==> src/pais_pkg.sv <==
// Package for the alternate interrupt and configuration strap block.
// Assumes a 200 MHz system clock and a serial management port sampled on it.
package pais_pkg;

	// ==========================================================
	// Timing
	localparam int CLK_MHZ = 200;
	localparam int ACQ_TIME_US = 2000;                      // Energy acquisition window
	localparam int ACQ_CYCLES = ACQ_TIME_US * CLK_MHZ;      // 400000 cycles
	localparam int ACQ_W = 20;
	localparam logic [1:0] STRAP_DLY = 2'h3;                // Lets strap synchronisers settle

	// ==========================================================
	// Management frame
	localparam logic [5:0] PRE_ONES = 6'h20;                // 32 preamble ones
	localparam logic [5:0] HDR_LAST = 6'h0c;                // 13 header bits after first start bit
	localparam logic [5:0] WR_LAST = 6'h11;                 // 2 turnaround plus 16 data bits
	localparam logic [5:0] RD_LAST = 6'h10;                 // 16 data bits driven
	localparam logic [1:0] OP_RD = 2'h2;
	localparam logic [1:0] OP_WR = 2'h1;

	// ==========================================================
	// Register offsets
	localparam logic [4:0] REG_CTL = 5'h00;
	localparam logic [4:0] REG_ADV = 5'h04;
	localparam logic [4:0] REG_MODE_CS = 5'h11;
	localparam logic [4:0] REG_SPECIAL = 5'h12;
	localparam logic [4:0] REG_IRQ_SOURCE_FLAGS = 5'h1d;
	localparam logic [4:0] REG_IRQ_ENABLE_MASK = 5'h1e;
	localparam logic [4:0] REG_HOLE_LO = 5'h07;
	localparam logic [4:0] REG_HOLE_HI = 5'h0f;
	localparam logic [15:0] HOLE_VAL = 16'hffff;

	// Field positions
	localparam int CTL_SOFT_RST = 15;
	localparam int CTL_SPEED = 13;
	localparam int CTL_AN_EN = 12;
	localparam int CTL_PWR_DN = 11;
	localparam int CTL_DUPLEX = 8;
	localparam int MCS_ALT_SEL = 6;
	localparam int MCS_ENERGY = 1;
	localparam int FLAG_ENERGY = 6;                         // Index of bit 7 in the 7-bit flag vector

	// ==========================================================
	// Reset values
	localparam logic [15:0] CTL_RST = 16'h0000;
	localparam logic [15:0] ADV_RST = 16'h0001;
	localparam logic [6:0] FLAGS_RST = 7'h40;               // Energy flag reads one at power-up
	localparam logic [6:0] MASK_RST = 7'h00;
	localparam logic [6:0] SRC_RST = 7'h40;
	localparam logic [2:0] MODE_RST = 3'h0;
	localparam logic [4:0] ADDR_RST = 5'h00;

	// Strap mode codes
	localparam logic [2:0] MODE_10HD = 3'h0;
	localparam logic [2:0] MODE_10FD = 3'h1;
	localparam logic [2:0] MODE_100HD = 3'h2;
	localparam logic [2:0] MODE_100FD = 3'h3;
	localparam logic [2:0] MODE_AN_100HD = 3'h4;
	localparam logic [2:0] MODE_REPEATER = 3'h5;
	localparam logic [2:0] MODE_PWR_DN = 3'h6;
	localparam logic [2:0] MODE_ALL = 3'h7;
	// Control bits [13,12,10,8] and advert bits [8,7,6,5] per mode
	localparam logic [3:0] CB_10HD = 4'h0;
	localparam logic [3:0] CB_10FD = 4'h1;
	localparam logic [3:0] CB_100HD = 4'h8;
	localparam logic [3:0] CB_100FD = 4'h9;
	localparam logic [3:0] CB_AN = 4'hc;
	localparam logic [3:0] CB_ALL = 4'hd;
	localparam logic [3:0] AB_100HD = 4'h4;
	localparam logic [3:0] AB_ALL = 4'hf;
	localparam logic [3:0] AB_NONE = 4'h0;

	// ==========================================================
	// Types
	typedef enum logic [2:0] {PAIS_IDLE, PAIS_HDR, PAIS_RD_TA, PAIS_RD_DATA, PAIS_WR} pais_fsm_t;

	typedef struct packed {
		logic [6:0] src;
		logic energy_in;
	} pais_src_t;

	typedef struct packed {
		logic [2:0] mdc_s;
		logic [1:0] mdio_s;
		logic [1:0] prst_s;
		logic [3:0] strap_s1;
		logic [3:0] strap_s2;
		logic [1:0] load_cnt;
		pais_fsm_t fsm;
		logic [5:0] bit_cnt;
		logic [15:0] shreg;
		logic [4:0] reg_a;
		logic [15:0] ctl;
		logic [15:0] adv;
		logic alt_sel;
		logic [2:0] mode;
		logic [4:0] addr;
		logic [6:0] flags;
		logic [6:0] mask;
		logic [6:0] src_prev;
		logic energy;
		logic [ACQ_W-1:0] acq_cnt;
		logic mdio_o;
		logic mdio_oe;
		logic irq_n;
		logic crs_rx_only;
		logic repeater;
	} pais_st_t;

endpackage

==> src/pais_top.sv <==
// Alternate interrupt logic, strap loader and serial management register slave.
// Assumes status inputs come from logic on clk_sys; mdc, mdio and strap pins are asynchronous.
//
// How it works
// Alternate select bit one picks alternate behaviour.
// Reset selects primary behaviour, select bit zero.
// Alternate: flag drives interrupt only when enabled.
// Clearing enable bit releases interrupt output.
// Writing one checks source, clears if deasserted.
// Condition false on write keeps flag set.
// Bits 7..1 map the seven event sources.
// Rising edges set flags; link down falling.
// Controller masks or clears energy flag after drop.
// Energy status and flag start at one.
// Straps latch at power-on and pin reset.
// Address bit 0 captured at reset end.
// Respond only to frames matching own address.
// Management address seeds transmit scrambler.
// Strap gives address 0/1; software sets larger.
// Straps come from receive error, data, carrier pins.
// Pin reset release loads control from mode straps.
// Soft reset keeps registers, no strap reload.
// Codes 000-011 fix speed, duplex, no negotiation.
// Codes 100/101 negotiate advertising 100 half.
// Carrier sense receive-only for full duplex/repeater.
// Code 111 negotiates advertising all abilities.
// Code 110 wakes powered down until rewritten.
// Interrupt is inverted OR of enabled flags.
`timescale 1ns/1ps
`default_nettype none

module pais_top #(
	parameter int ACQ_CYCLES = pais_pkg::ACQ_CYCLES
) (
	input wire logic clk_sys,
	input wire logic resetn,
	input wire logic pin_reset_n,
	input wire logic mdc,
	input wire logic mdio_i,
	output logic mdio_o,
	output logic mdio_oe,
	input wire logic strap_rx_er,
	input wire logic strap_rxd0,
	input wire logic strap_rxd1,
	input wire logic strap_crs_dv,
	input wire logic energy_in,
	input wire logic an_complete,
	input wire logic remote_fault,
	input wire logic link_up,
	input wire logic lp_ack,
	input wire logic par_det_fault,
	input wire logic page_rcvd,
	output logic irq_out_n,
	output logic speed_100,
	output logic an_enable,
	output logic full_duplex,
	output logic power_down,
	output logic [3:0] adv_abilities,
	output logic repeater_mode,
	output logic crs_rx_only,
	output logic [4:0] scrambler_seed,
	output logic [4:0] mgmt_addr_field
);

	// ==========================================================
	// State
	pais_pkg::pais_st_t s;
	pais_pkg::pais_st_t next_s;
	pais_pkg::pais_src_t src;
	pais_pkg::pais_st_t rst_val;

	// Register read mux
	function automatic logic [15:0] rd_val(input logic [4:0] a, input pais_pkg::pais_st_t st);
		logic [15:0] v;
		v = 16'h0000;
		unique case (a)
			pais_pkg::REG_CTL: v = st.ctl;
			pais_pkg::REG_ADV: v = st.adv;
			pais_pkg::REG_MODE_CS: v = {9'h000, st.alt_sel, 4'h0, st.energy, 1'b0};
			pais_pkg::REG_SPECIAL: v = {8'h00, st.mode, st.addr};
			pais_pkg::REG_IRQ_SOURCE_FLAGS: v = {8'h00, st.flags, 1'b0};
			pais_pkg::REG_IRQ_ENABLE_MASK: v = {8'h00, st.mask, 1'b0};
			default: begin
				if (a >= pais_pkg::REG_HOLE_LO && a <= pais_pkg::REG_HOLE_HI) begin
					v = pais_pkg::HOLE_VAL;
				end
			end
		endcase
		return v;
	endfunction

	// ==========================================================
	// Source vector, bit 6 is energy down to bit 0 page received
	always_comb begin
		src.energy_in = energy_in;
		src.src = {s.energy, an_complete, remote_fault, ~link_up, lp_ack, par_det_fault, page_rcvd};
	end

	// Reset image shared by power-on and pin reset
	always_comb begin
		rst_val = '0;
		rst_val.fsm = pais_pkg::PAIS_IDLE;
		rst_val.load_cnt = pais_pkg::STRAP_DLY;
		rst_val.ctl = pais_pkg::CTL_RST;
		rst_val.adv = pais_pkg::ADV_RST;
		rst_val.alt_sel = 1'b0;
		rst_val.mode = pais_pkg::MODE_RST;
		rst_val.addr = pais_pkg::ADDR_RST;
		rst_val.flags = pais_pkg::FLAGS_RST;
		rst_val.mask = pais_pkg::MASK_RST;
		rst_val.src_prev = pais_pkg::SRC_RST;
		rst_val.energy = 1'b1;
		rst_val.acq_cnt = ACQ_CYCLES[pais_pkg::ACQ_W-1:0];
		rst_val.irq_n = 1'b1;
	end

	// ==========================================================
	// Next-state logic
	always_comb begin
		logic rise;
		logic d;
		logic [12:0] hdr;
		logic [15:0] wd;
		logic wr_en;
		logic rd29;
		logic [6:0] wr_clr;
		logic [6:0] set_v;
		logic [6:0] keep_v;
		logic [3:0] cb;
		logic [3:0] ab;
		rise = 1'b0;
		d = 1'b0;
		hdr = 13'h0000;
		wd = 16'h0000;
		wr_en = 1'b0;
		rd29 = 1'b0;
		wr_clr = 7'h00;
		set_v = 7'h00;
		keep_v = 7'h00;
		cb = pais_pkg::CB_10HD;
		ab = pais_pkg::AB_NONE;
		next_s = s;

		// Synchronisers, edge found on the second and third stages
		next_s.mdc_s = {s.mdc_s[1:0], mdc};
		next_s.mdio_s = {s.mdio_s[0], mdio_i};
		next_s.prst_s = {s.prst_s[0], pin_reset_n};
		next_s.strap_s1 = {strap_crs_dv, strap_rxd1, strap_rxd0, strap_rx_er};
		next_s.strap_s2 = s.strap_s1;
		rise = s.mdc_s[1] & ~s.mdc_s[2];
		d = s.mdio_s[1];
		hdr = {s.shreg[11:0], d};
		wd = {s.shreg[14:0], d};

		// Management frame receiver and read driver
		if (rise) begin
			unique case (s.fsm)
				pais_pkg::PAIS_IDLE: begin
					if (d) begin
						if (s.bit_cnt != pais_pkg::PRE_ONES) begin
							next_s.bit_cnt = s.bit_cnt + 6'h01;
						end
					end else if (s.bit_cnt == pais_pkg::PRE_ONES) begin
						next_s.fsm = pais_pkg::PAIS_HDR;
						next_s.bit_cnt = 6'h00;
					end else begin
						next_s.bit_cnt = 6'h00;
					end
				end
				pais_pkg::PAIS_HDR: begin
					next_s.shreg = wd;
					next_s.bit_cnt = s.bit_cnt + 6'h01;
					if (s.bit_cnt == pais_pkg::HDR_LAST) begin
						next_s.bit_cnt = 6'h00;
						next_s.reg_a = hdr[4:0];
						next_s.fsm = pais_pkg::PAIS_IDLE;
						if (hdr[12] && hdr[9:5] == s.addr) begin
							if (hdr[11:10] == pais_pkg::OP_RD) begin
								next_s.fsm = pais_pkg::PAIS_RD_TA;
								next_s.shreg = rd_val(hdr[4:0], s); // Taken before clear-on-read
								rd29 = (hdr[4:0] == pais_pkg::REG_IRQ_SOURCE_FLAGS);
							end else if (hdr[11:10] == pais_pkg::OP_WR) begin
								next_s.fsm = pais_pkg::PAIS_WR;
							end
						end
					end
				end
				pais_pkg::PAIS_RD_TA: begin
					next_s.mdio_oe = 1'b1;
					next_s.mdio_o = 1'b0;
					next_s.fsm = pais_pkg::PAIS_RD_DATA;
				end
				pais_pkg::PAIS_RD_DATA: begin
					if (s.bit_cnt == pais_pkg::RD_LAST) begin
						next_s.mdio_oe = 1'b0;
						next_s.mdio_o = 1'b0;
						next_s.bit_cnt = 6'h00;
						next_s.fsm = pais_pkg::PAIS_IDLE;
					end else begin
						next_s.mdio_o = s.shreg[15];
						next_s.shreg = {s.shreg[14:0], 1'b0};
						next_s.bit_cnt = s.bit_cnt + 6'h01;
					end
				end
				pais_pkg::PAIS_WR: begin
					next_s.shreg = wd;
					next_s.bit_cnt = s.bit_cnt + 6'h01;
					if (s.bit_cnt == pais_pkg::WR_LAST) begin
						wr_en = 1'b1;
						next_s.bit_cnt = 6'h00;
						next_s.fsm = pais_pkg::PAIS_IDLE;
					end
				end
				default: begin
					next_s.fsm = pais_pkg::PAIS_IDLE;
					next_s.bit_cnt = 6'h00;
					next_s.mdio_oe = 1'b0;
				end
			endcase
		end

		// Register writes
		if (wr_en) begin
			unique case (s.reg_a)
				pais_pkg::REG_CTL: begin
					next_s.ctl = wd;
					next_s.ctl[pais_pkg::CTL_SOFT_RST] = 1'b0;
					if (wd[pais_pkg::CTL_SOFT_RST]) begin
						// Soft reset keeps registers; only the power-down mode is re-evaluated
						next_s.ctl[pais_pkg::CTL_PWR_DN] = (s.mode == pais_pkg::MODE_PWR_DN);
					end
				end
				pais_pkg::REG_ADV: next_s.adv = wd;
				pais_pkg::REG_MODE_CS: next_s.alt_sel = wd[pais_pkg::MCS_ALT_SEL];
				pais_pkg::REG_SPECIAL: begin
					next_s.mode = wd[7:5];
					next_s.addr = wd[4:0];
				end
				pais_pkg::REG_IRQ_SOURCE_FLAGS: wr_clr = wd[7:1];
				pais_pkg::REG_IRQ_ENABLE_MASK: next_s.mask = wd[7:1];
				default: begin
				end
			endcase
		end

		// Energy status holds one through acquisition, then follows the detector
		if (s.acq_cnt != '0) begin
			next_s.acq_cnt = s.acq_cnt - {{(pais_pkg::ACQ_W-1){1'b0}}, 1'b1};
			next_s.energy = 1'b1;
		end else begin
			next_s.energy = src.energy_in;
		end

		// Interrupt flags: set wins over any clear in the same cycle
		set_v = src.src & ~s.src_prev;
		next_s.src_prev = src.src;
		if (s.alt_sel) begin
			// A write of one clears only where the deassert level holds now
			keep_v = s.flags & ~(wr_clr & ~src.src);
		end else begin
			// Primary: level drop or a flag read clears; link down only on read
			keep_v = s.flags & ~{7{rd29}} & (src.src | 7'h08);
		end
		if (s.acq_cnt == {{(pais_pkg::ACQ_W-1){1'b0}}, 1'b1} && !src.energy_in) begin
			keep_v[pais_pkg::FLAG_ENERGY] = 1'b0;
		end
		next_s.flags = keep_v | set_v;
		next_s.irq_n = ~|(next_s.flags & next_s.mask);

		// Mode-dependent carrier sense and repeater select
		next_s.repeater = (s.mode == pais_pkg::MODE_REPEATER);
		next_s.crs_rx_only = (s.mode == pais_pkg::MODE_REPEATER) | s.ctl[pais_pkg::CTL_DUPLEX];

		// Strap load after power-on or pin reset release
		if (s.load_cnt != 2'h0) begin
			next_s.load_cnt = s.load_cnt - 2'h1;
		end
		if (s.load_cnt == 2'h1) begin
			unique case (s.strap_s2[3:1])
				pais_pkg::MODE_10HD: cb = pais_pkg::CB_10HD;
				pais_pkg::MODE_10FD: cb = pais_pkg::CB_10FD;
				pais_pkg::MODE_100HD: cb = pais_pkg::CB_100HD;
				pais_pkg::MODE_100FD: cb = pais_pkg::CB_100FD;
				pais_pkg::MODE_AN_100HD, pais_pkg::MODE_REPEATER: begin
					cb = pais_pkg::CB_AN;
					ab = pais_pkg::AB_100HD;
				end
				pais_pkg::MODE_PWR_DN: cb = pais_pkg::CB_10HD;
				pais_pkg::MODE_ALL: begin
					cb = pais_pkg::CB_ALL;
					ab = pais_pkg::AB_ALL;
				end
			endcase
			next_s.mode = s.strap_s2[3:1];
			next_s.addr = {4'h0, s.strap_s2[0]};
			next_s.ctl = {2'b00, cb[3], cb[2], (s.strap_s2[3:1] == pais_pkg::MODE_PWR_DN), cb[1], 1'b0, cb[0], 8'h00};
			next_s.adv = {7'h00, ab, 5'h01};
		end

		// Pin reset held: everything but the synchronisers returns to reset
		if (!s.prst_s[1]) begin
			next_s = rst_val;
			next_s.mdc_s = {s.mdc_s[1:0], mdc};
			next_s.mdio_s = {s.mdio_s[0], mdio_i};
			next_s.prst_s = {s.prst_s[0], pin_reset_n};
			next_s.strap_s1 = {strap_crs_dv, strap_rxd1, strap_rxd0, strap_rx_er};
			next_s.strap_s2 = s.strap_s1;
		end
	end

	// ==========================================================
	// State register
	always_ff @(posedge clk_sys or negedge resetn) begin
		if (!resetn) begin
			s <= '0;
			s.fsm <= pais_pkg::PAIS_IDLE;
			s.load_cnt <= pais_pkg::STRAP_DLY;
			s.ctl <= pais_pkg::CTL_RST;
			s.adv <= pais_pkg::ADV_RST;
			s.mode <= pais_pkg::MODE_RST;
			s.addr <= pais_pkg::ADDR_RST;
			s.flags <= pais_pkg::FLAGS_RST;
			s.mask <= pais_pkg::MASK_RST;
			s.src_prev <= pais_pkg::SRC_RST;
			s.energy <= 1'b1;
			s.acq_cnt <= ACQ_CYCLES[pais_pkg::ACQ_W-1:0];
			s.irq_n <= 1'b1;
		end else begin
			s <= next_s;
		end
	end

	// ==========================================================
	// Outputs, all straight from state flops
	assign mdio_o = s.mdio_o;
	assign mdio_oe = s.mdio_oe;
	assign irq_out_n = s.irq_n;
	assign speed_100 = s.ctl[pais_pkg::CTL_SPEED];
	assign an_enable = s.ctl[pais_pkg::CTL_AN_EN];
	assign full_duplex = s.ctl[pais_pkg::CTL_DUPLEX];
	assign power_down = s.ctl[pais_pkg::CTL_PWR_DN];
	assign adv_abilities = s.adv[8:5];
	assign repeater_mode = s.repeater;
	assign crs_rx_only = s.crs_rx_only;
	assign scrambler_seed = s.addr;
	assign mgmt_addr_field = s.addr;

endmodule

`default_nettype wire

==> config.mk <==
export PLATFORM = sky130hd
export DESIGN_NAME = pais_top
export DESIGN_NICKNAME = d
export VERILOG_FILES = /design/src/pais_pkg.sv /design/src/pais_top.sv
export SDC_FILE = /design/constraint.sdc
export NUM_CORES = 1
export LEC_CHECK = 0
export BUFFER_PORTS_ARGS = -buffer_cell sky130_fd_sc_hd__buf_2
export CAP_MARGIN = 15
export CORE_MARGIN = 2
export CORE_UTILIZATION = 40
export CTS_CLUSTER_SIZE = 16
export DETAILED_ROUTE_END_ITERATION = 10
export SLEW_MARGIN = 10
export SYNTH_ARGS = -nofsm -noshare
export SYNTH_HDL_FRONTEND = slang
export SYNTH_SLANG_ARGS = --single-unit
==> constraint.sdc <==
create_clock -name clk_sys -period 5.6 [get_ports clk_sys]
set_input_delay 0 -clock clk_sys [delete_from_list [all_inputs] [get_ports clk_sys]]
set_output_delay 0 -clock clk_sys [all_outputs]
set_load 0.1 [all_outputs]
# ---- After elaboration in Yosys (flattened, before gate mapping)
# Cells that the tools add are included.
dict set report totals {
  ff_bits 135
  input_bits 16
}
dict set report op_classes {
  add_sub_neg 3
  magnitude_cmp 2
  n_eq_ne 55
  mux 54
  bitwise_logic 15
  reduce_logical 25
}
# op n
set ops {}
lappend ops {{$mux W120} 1}
lappend ops {{$mux W16} 6}
lappend ops {{$pmux W16 S6} 1}
lappend ops {{$mux W30} 2}
lappend ops {{$pmux W16 S3} 1}
lappend ops {{$and A7 B7 Y7} 6}
lappend ops {{$mux W41} 1}
lappend ops {{$eq A5 B5 Y1 const B} 8}
lappend ops {{$mux W7} 5}
lappend ops {{$mux W32} 1}
lappend ops {{$pmux W6 S5} 1}
lappend ops {{$not A7 Y7} 4}
lappend ops {{$pmux W4 S6} 1}
lappend ops {{$eq A3 B3 Y1 const B} 7}
lappend ops {{$eq A20 B1 Y1 const B} 1}
lappend ops {{$mux W20} 1}
lappend ops {{$reduce_bool A20 Y1} 1}
lappend ops {{$sub A20 B1 Y20 const B} 1}
lappend ops {{$mux W3} 6}
lappend ops {{$mux W6} 3}
lappend ops {{$ne A3 B3 Y1 const B} 6}
lappend ops {{$mux W8} 2}
lappend ops {{$ne A3 B1 Y1 const B} 5}
lappend ops {{$pmux W3 S5} 1}
lappend ops {{other kinds (40)} 82}

# ---- Longest topological paths before layout
# Gate-level depths: netlist of run 1.
dict set report depth {
  ltp_word 16
  depth_mapped 9
}

# ---- Worst setup path after synthesis of run 1
# OpenSTA, ideal clock, no wires.
dict set report synth_timing {
  kind {register -> register}
  from {register s[109] (netlist bit)}
  to {register s[94] (netlist bit)}
  setup_ns 0.136
  arrival_ns 2.309
  required_time_ns 5.464
  path_slack_ns 3.154
  path_stages_with_launch 9
  path_buffers 0
  cell_sequence {dfrtp_1 inv_1 ha_1 nor2b_1 nand4_1 nor4_1 o21ai_0 o221ai_1 a21oi_1}
}
dict set report synth_via {
  elab_chain_len 5
  word_cells_on_any_way 8
  cone_classes {eq/ne (3); mux (4); reduce/logical (1)}
}
# element line
set synth_lines {}
lappend synth_lines {{start: declaration} pais_top.sv:67} ;# pais_pkg::pais_st_t s;
lappend synth_lines {{start signal: assignment} pais_top.sv:329} ;# s <= next_s;
lappend synth_lines {{$eq A6 B4 Y1} pais_top.sv:173} ;# if (s.bit_cnt == pais_pkg::HDR_LAST) begin
lappend synth_lines {{$mux W30} pais_top.sv:173}
lappend synth_lines {{$pmux W16 S3} pais_top.sv:157} ;# unique case (s.fsm)
lappend synth_lines {{$mux W30} pais_top.sv:156} ;# if (rise) begin
lappend synth_lines {{$mux W120} pais_top.sv:301} ;# if (!s.prst_s[1]) begin
# Parallel ways exist; a longest one is shown, timed or not. The select of a mux whose other input is x is not followed.
# A chain may end at the register's enable or synchronous reset.

# ---- Worst setup path after layout of run 1
dict set report layout_timing {
  from {register s[109] (netlist bit)}
  to {register s[99] (netlist bit)}
}
# Same word-level chain as after synthesis.

==> impl_metrics.json, run 1 <==
{
  "p_switching_uw": 684,
  "ios": 39,
  "maxClockFrequency_mhz": 313,
  "dieArea_um2": 18800,
  "p_int_uw": 1820,
  "antennaDiodeCount": 0,
  "rows": 48,
  "syn_inst": 749,
  "cts_buffers": 17,
  "final_hold_viol_count": 0,
  "hold_class": "input pin to async pin",
  "synth_nets": 772,
  "worst_setup_path_end_kind": "flip-flop",
  "tns_ns": 0,
  "vias": 5796,
  "initial_utilization": 0.409,
  "area_growth_pct": 13.3,
  "arrival_ns": 3.47,
  "grt_usage": 0.215,
  "grt_pass1_wl_um": 31000,
  "final_cells": 999,
  "max_slew_margin": 0.231,
  "synth_top_area_cell": "dfrtp_1",
  "fin_area_um2": 8010,
  "ir_worst_vdd_mv": 0.251,
  "critical_path_class": "flip-flop to flip-flop",
  "yosysMostFrequentCell": "dfrtp_1",
  "drtAntennaViolNets": 0,
  "yosys_most_used_dff": "dfrtp_1",
  "htreeDepth": 4,
  "setup_viol": 0,
  "drive_above_1_share": 0.150,
  "core_um2": 17300,
  "p_per_area_nw_per_um2": 313,
  "cts.clk_slew.worst_paths_ns": 0.06,
  "async_flop_share": 1.00,
  "routed_wl_um": 18700,
  "placed_area_um2": 7270,
  "clk_latency_ns": 0.42,
  "grt_start_max_net_pins": 81,
  "drc": 0,
  "synth_edf_count": 0,
  "finalNetCount": 784,
  "start_kind": "flip-flop",
  "cp_max_fo": 6,
  "synth_seq_cells": 134,
  "synth_top_area_frac": 0.428,
  "cts_tree": "done",
  "maxCapViolations": 0,
  "r2r_start": "s[109]",
  "ctsResizeCount": 0,
  "clockBufferDepth": 2,
  "wire_per_inst_um": 18.7,
  "placedCellCount": 952,
  "cts_sinks": 134,
  "synthTopCellsByCount": "dfrtp_1, nand2_1, nor2_1",
  "seqPwrFrac": 0.423,
  "leakage_uw": 0.00328,
  "die-width_um": 137,
  "synth.cell_area_um2": 7070,
  "avgViaCountPerCell": 5.80,
  "synth-seq-area-share": 0.477,
  "port-buffer-count": 38,
  "avgSynthCellArea_um2": 9.44,
  "hpwl_um": 12600,
  "rsz0062_at_grt": "no",
  "tightestPinTransition_ns": 1.14,
  "yosysUniqueCellTypes": 77,
  "drt-initial-drc-count": 515,
  "p_sw_frac": 0.273,
  "fin_hold_ws_ns": 0.0982,
  "clock-root-buffer": "clkbuf_16",
  "r2r_slack_ns": 2.41,
  "die_y_um": 137,
  "grt_pass1_vias": 5899,
  "fin_skew_ns": 0.00791,
  "drt_first_pass_iters": 7,
  "grt_overflow": 0,
  "status": "finished clean",
  "min_period_ns": 3.19,
  "slew_violations": 0,
  "synth_area_leaders": "dfrtp_1, nand2_1, dfstp_2, mux2i_1, a21oi_1",
  "ys_warn_count": 0,
  "ff2ff_path_depth": 8,
  "antenna_found_initial": 0,
  "fillers": 1603,
  "finalCoreUtilization": 0.463,
  "crit_required_ns": 5.88,
  "place_congestion": 0.906,
  "combPwrFrac": 0.122,
  "clockPowerShare": 0.455,
  "reg2reg_to": "s[99]",
  "fin_crit_sh": 0.570
}
## repair_timing
item | CTS | global route
hold buffers | 15 | 0
setup buffers | 0 | 0
endpoints found under the hold margin | 70 | 0
## final cells by class
cell class / instances / area, um^2 / share of cell area
multi-input combinational: 530 / 3310 / 0.413
sequential: 134 / 3370 / 0.421
clock buffer: 24 / 472 / 0.0589
timing repair buffer: 58 / 384 / 0.0479
inverter: 20 / 75.1 / 0.00937
clock inverter: 8 / 121 / 0.0151
tap: 225 / 282 / 0.0351
## worst max-delay path by stage
stage / from / endpoint / slack [ns] / depth (start not counted)
finish: s[109] / s[99] / 2.41 / 8
detailed placement: s[109] / s[99] / 2.50 / 8
global placement: s[109] / s[105] / 2.71 / 8
CTS: s[109] / s[99] / 2.49 / 8
global route: s[109] / s[99] / 2.16 / 8
floorplan: s[109] / s[94] / 3.15 / 8
## power by group through the flow
stage	Combinational (uW)	Sequential [uW]	Clock [uW]
detailed placement	300	1080	0
global route	335	1070	1200
CTS	309	1060	1160
floorplan	203	1100	0
finish	306	1060	1140
global placement	293	1070	0
## registers in the layout, summed over array words and instances, names as in the netlist
name and count:
s 116, mgmt_addr_field 5, adv_abilities 4, an_enable 1
crs_rx_only 1, full_duplex 1, irq_out_n 1, mdio_o 1
mdio_oe 1, power_down 1, repeater_mode 1, speed_100 1
## cells in the final DEF (no fill, tap or decap), types with 5 or more instances in the layout
cell	count
dfstp_2	13
buf_4	5
nand3_1	16
o211ai_1	5
nand2_1	101
nand2b_1	8
nand4_1	11
nor2_1	72
and2_1	9
clkbuf_1	5
xnor2_1	13
xor2_1	7
nor3_1	19
mux2i_1	34
mux2_2	7
nand3b_1	6
nor4_1	6
dfrtp_1	121
ha_1	7
a31oi_1	8
o221ai_1	9
a31o_2	5
dlygate4sd3_1	15
nor2b_1	6
a22oi_1	5
o21ai_0	24
inv_1	18
a221oi_1	8
clkbuf_16	17
a211oi_1	6
buf_2	37
a21oi_1	55
## kinds of logic after synthesis
| logic type | share of synthesized area |
|---|---|
| AO/OA/AOI/OAI | 0.152 |
| XOR/XNOR | 0.0248 |
| adder cells (fa/ha/maj) | 0.0124 |
| buffers and inverters | 0.0561 |
| flip-flops | 0.477 |
| multiplexers | 0.0593 |
| AND/OR/NAND/NOR | 0.218 |
## layer usage
layer,vias up,part of all wire,global-route usage,routed length [um]
met5,-,0,0,0
met4,0,0.025,0.0825,468
met3,37,0.066,0.0537,1230
met2,203,0.47,0.333,8820
met1,2880,0.44,0.289,8160
li1,2676,-,-,-
## stage by stage
| stage | power [uW] | setup WS [ns] |
|---|---|---|
| after global placement | 1370 | 2.71 |
| after CTS | 2530 | 2.49 |
| after floorplan | 1300 | 3.15 |
| after global routing | 2600 | 2.16 |
| final | 2510 | 2.41 |
| after detailed placement | 1380 | 2.50 |
## worst max-delay path: stages (launching register included)
cell and delay, ns:
dfrtp_1 0.43, inv_1 0.12, ha_1 0.25, nor2b_1 0.38, nand4_1 0.25, nor4_1 0.73, o21ai_0 0.49, o221ai_1 0.30
a21oi_1 0.10
Note: power is estimated with default switching activity, not from simulation.
==> inputs of run 2 (changes only) <==
- clock period: 5.6 -> 3.2 ns (I/O delays scaled with it)
==> run 2 against run 1 <==
  * Global-route usage about the same
  * Setup slack worse by 2.1 ns
  * Clock skew rose by 0.0031 ns
  * Combinational power grew 80%
  * Largest power group unchanged
==> impl_metrics.json, run 2 (synthesis results as in run 1) <==
{
  "status": "finished clean",
  "reg2reg_to": "s[105]",
  "initial_utilization": 0.409,
  "drtAntennaViolNets": 0,
  "final_hold_viol_count": 0,
  "drt_first_pass_iters": 7,
  "clk_latency_ns": 0.42,
  "dieArea_um2": 18800,
  "worstHoldStart": "strap_rxd0",
  "antennaDiodeCount": 0,
  "r2r_slack_ns": 0.33,
  "finalNetCount": 802,
  "min_period_ns": 2.87,
  "grt_overflow": 0,
  "core_um2": 17300,
  "place_congestion": 0.884,
  "drive_above_1_share": 0.173,
  "leakage_uw": 0.00340,
  "routed_wl_um": 18900,
  "cts_sinks": 134,
  "fin_area_um2": 8210,
  "max_slew_margin": 0.355,
  "rows": 48,
  "power.total_uw": 4580,
  "critical_path_class": "flip-flop to flip-flop",
  "largest_reg_flops": 116,
  "htreeDepth": 4,
  "placed_area_um2": 7400,
  "rsz0062_at_grt": "no",
  "cts_tree": "done",
  "clockBufferDepth": 2,
  "drt-initial-drc-count": 499,
  "ios": 39,
  "vias": 5812,
  "grt_start_max_net_pins": 97,
  "ff2ff_path_depth": 9,
  "cp_max_fo": 6,
  "fin_skew_ns": 0.0110,
  "grt_pass1_vias": 5688,
  "antenna_found_initial": 0,
  "post_cts_buffers": 0,
  "layout_common_cells": "dfrtp_1, nand2_1, nor2_1",
  "grt_usage": 0.215,
  "setup_viol": 0,
  "final_common_cell": "dfrtp_1",
  "start_kind": "flip-flop",
  "crit_required_ns": 3.49,
  "avgViaCountPerCell": 5.71,
  "drc": 0,
  "grt_pass1_wl_um": 30700,
  "die-width_um": 137,
  "die_y_um": 137,
  "worst_setup_path_end_kind": "flip-flop",
  "clock-root-buffer": "clkbuf_16",
  "wire_per_inst_um": 18.6,
  "arrival_ns": 3.16,
  "fin_crit_sh": 0.898,
  "r2r_start": "s[109]",
  "ir_worst_vdd_mv": 0.510,
  "min_path_cells": 2,
  "whs_endpoint": "s[125]",
  "tns_ns": 0,
  "area_growth_pct": 16.2,
  "p_per_area_nw_per_um2": 558,
  "maxCapViolations": 0,
  "port-buffer-count": 38,
  "postCtsHoldBufs": 15,
  "regMostFlops": "s",
  "tightestPinTransition_ns": 0.957,
  "hpwl_um": 12700,
  "maxClockFrequency_mhz": 348,
  "cts_buffers": 17,
  "cts.clk_slew.worst_paths_ns": 0.06,
  "slew_violations": 0,
  "ctsResizeCount": 0,
  "hold_class": "input pin to flip-flop"
}
==> run 2: cell types whose count changed in the layout (fill, tap and decap cells not counted), sizes merged <==
cell / change
buf: +18
bufinv: +2
clkinv: +1
clkbuf: -3
==> run 2: final cells by class <==
type / instances / area (um^2)
Fill cell: 1624 / 9080
Sequential cell: 134 / 3370
Multi-Input combinational cell: 530 / 3310
Timing Repair Buffer: 76 / 519
Clock buffer: 21 / 460
Tap cell: 225 / 282
Clock inverter: 11 / 198
Inverter: 20 / 75.1
==> run 2: where the power goes <==
| group | leakage [uW] | internal [uW] | total [uW] | switching [uW] |
|---|---|---|---|---|
| clock network | 0.000318 | 1430 | 2180 | 750 |
| registers | 0.00177 | 1780 | 1850 | 73.0 |
| logic | 0.00131 | 151 | 550 | 399 |
| total | 0.00340 | 3360 | 4580 | 1220 |
==> run 2: how the worst max path moves through the flow <==
stage / start / endpoint / slack [ns] / cells past startpoint
after floorplan: s[109] / s[94] / 0.75 / 8
after global placement: s[116] / speed_100 / 0.58 / 6
after detailed placement: s[109] / s[94] / 0.48 / 9
after CTS: s[109] / s[105] / 0.42 / 9
after global routing: s[109] / irq_out_n / 0.15 / 8
final: s[109] / s[105] / 0.33 / 9
==> run 2: critical path: stages, from the launching register on <==
cell      delay (ns)
dfrtp_1         0.42
inv_1           0.11
ha_1            0.26
nor2b_1         0.39
nand4_1         0.25
nor4_1          0.42
buf_4           0.20
o21ai_0         0.27
o211ai_1        0.32
a21oi_1         0.10
==> run 2: routing by layer <==
metal | track usage | vias up | share of wire
li1 | - | 2713 | -
met1 | 0.290 | 2883 | 0.45
met2 | 0.330 | 192 | 0.47
met3 | 0.0556 | 24 | 0.065
met4 | 0.0819 | 0 | 0.019
met5 | 0 | - | 0
==> run 2: stage by stage <==
step	cells	hold slack (ns)	setup WS [ns]	util
finish	1017	0.218	0.326	0.475
global placement	970	0.109	0.584	0.428
floorplan	749	-0.296	0.754	-
CTS	1017	0.200	0.422	0.475
global route	1017	0.198	0.152	0.475
detailed placement	970	0.109	0.481	0.428
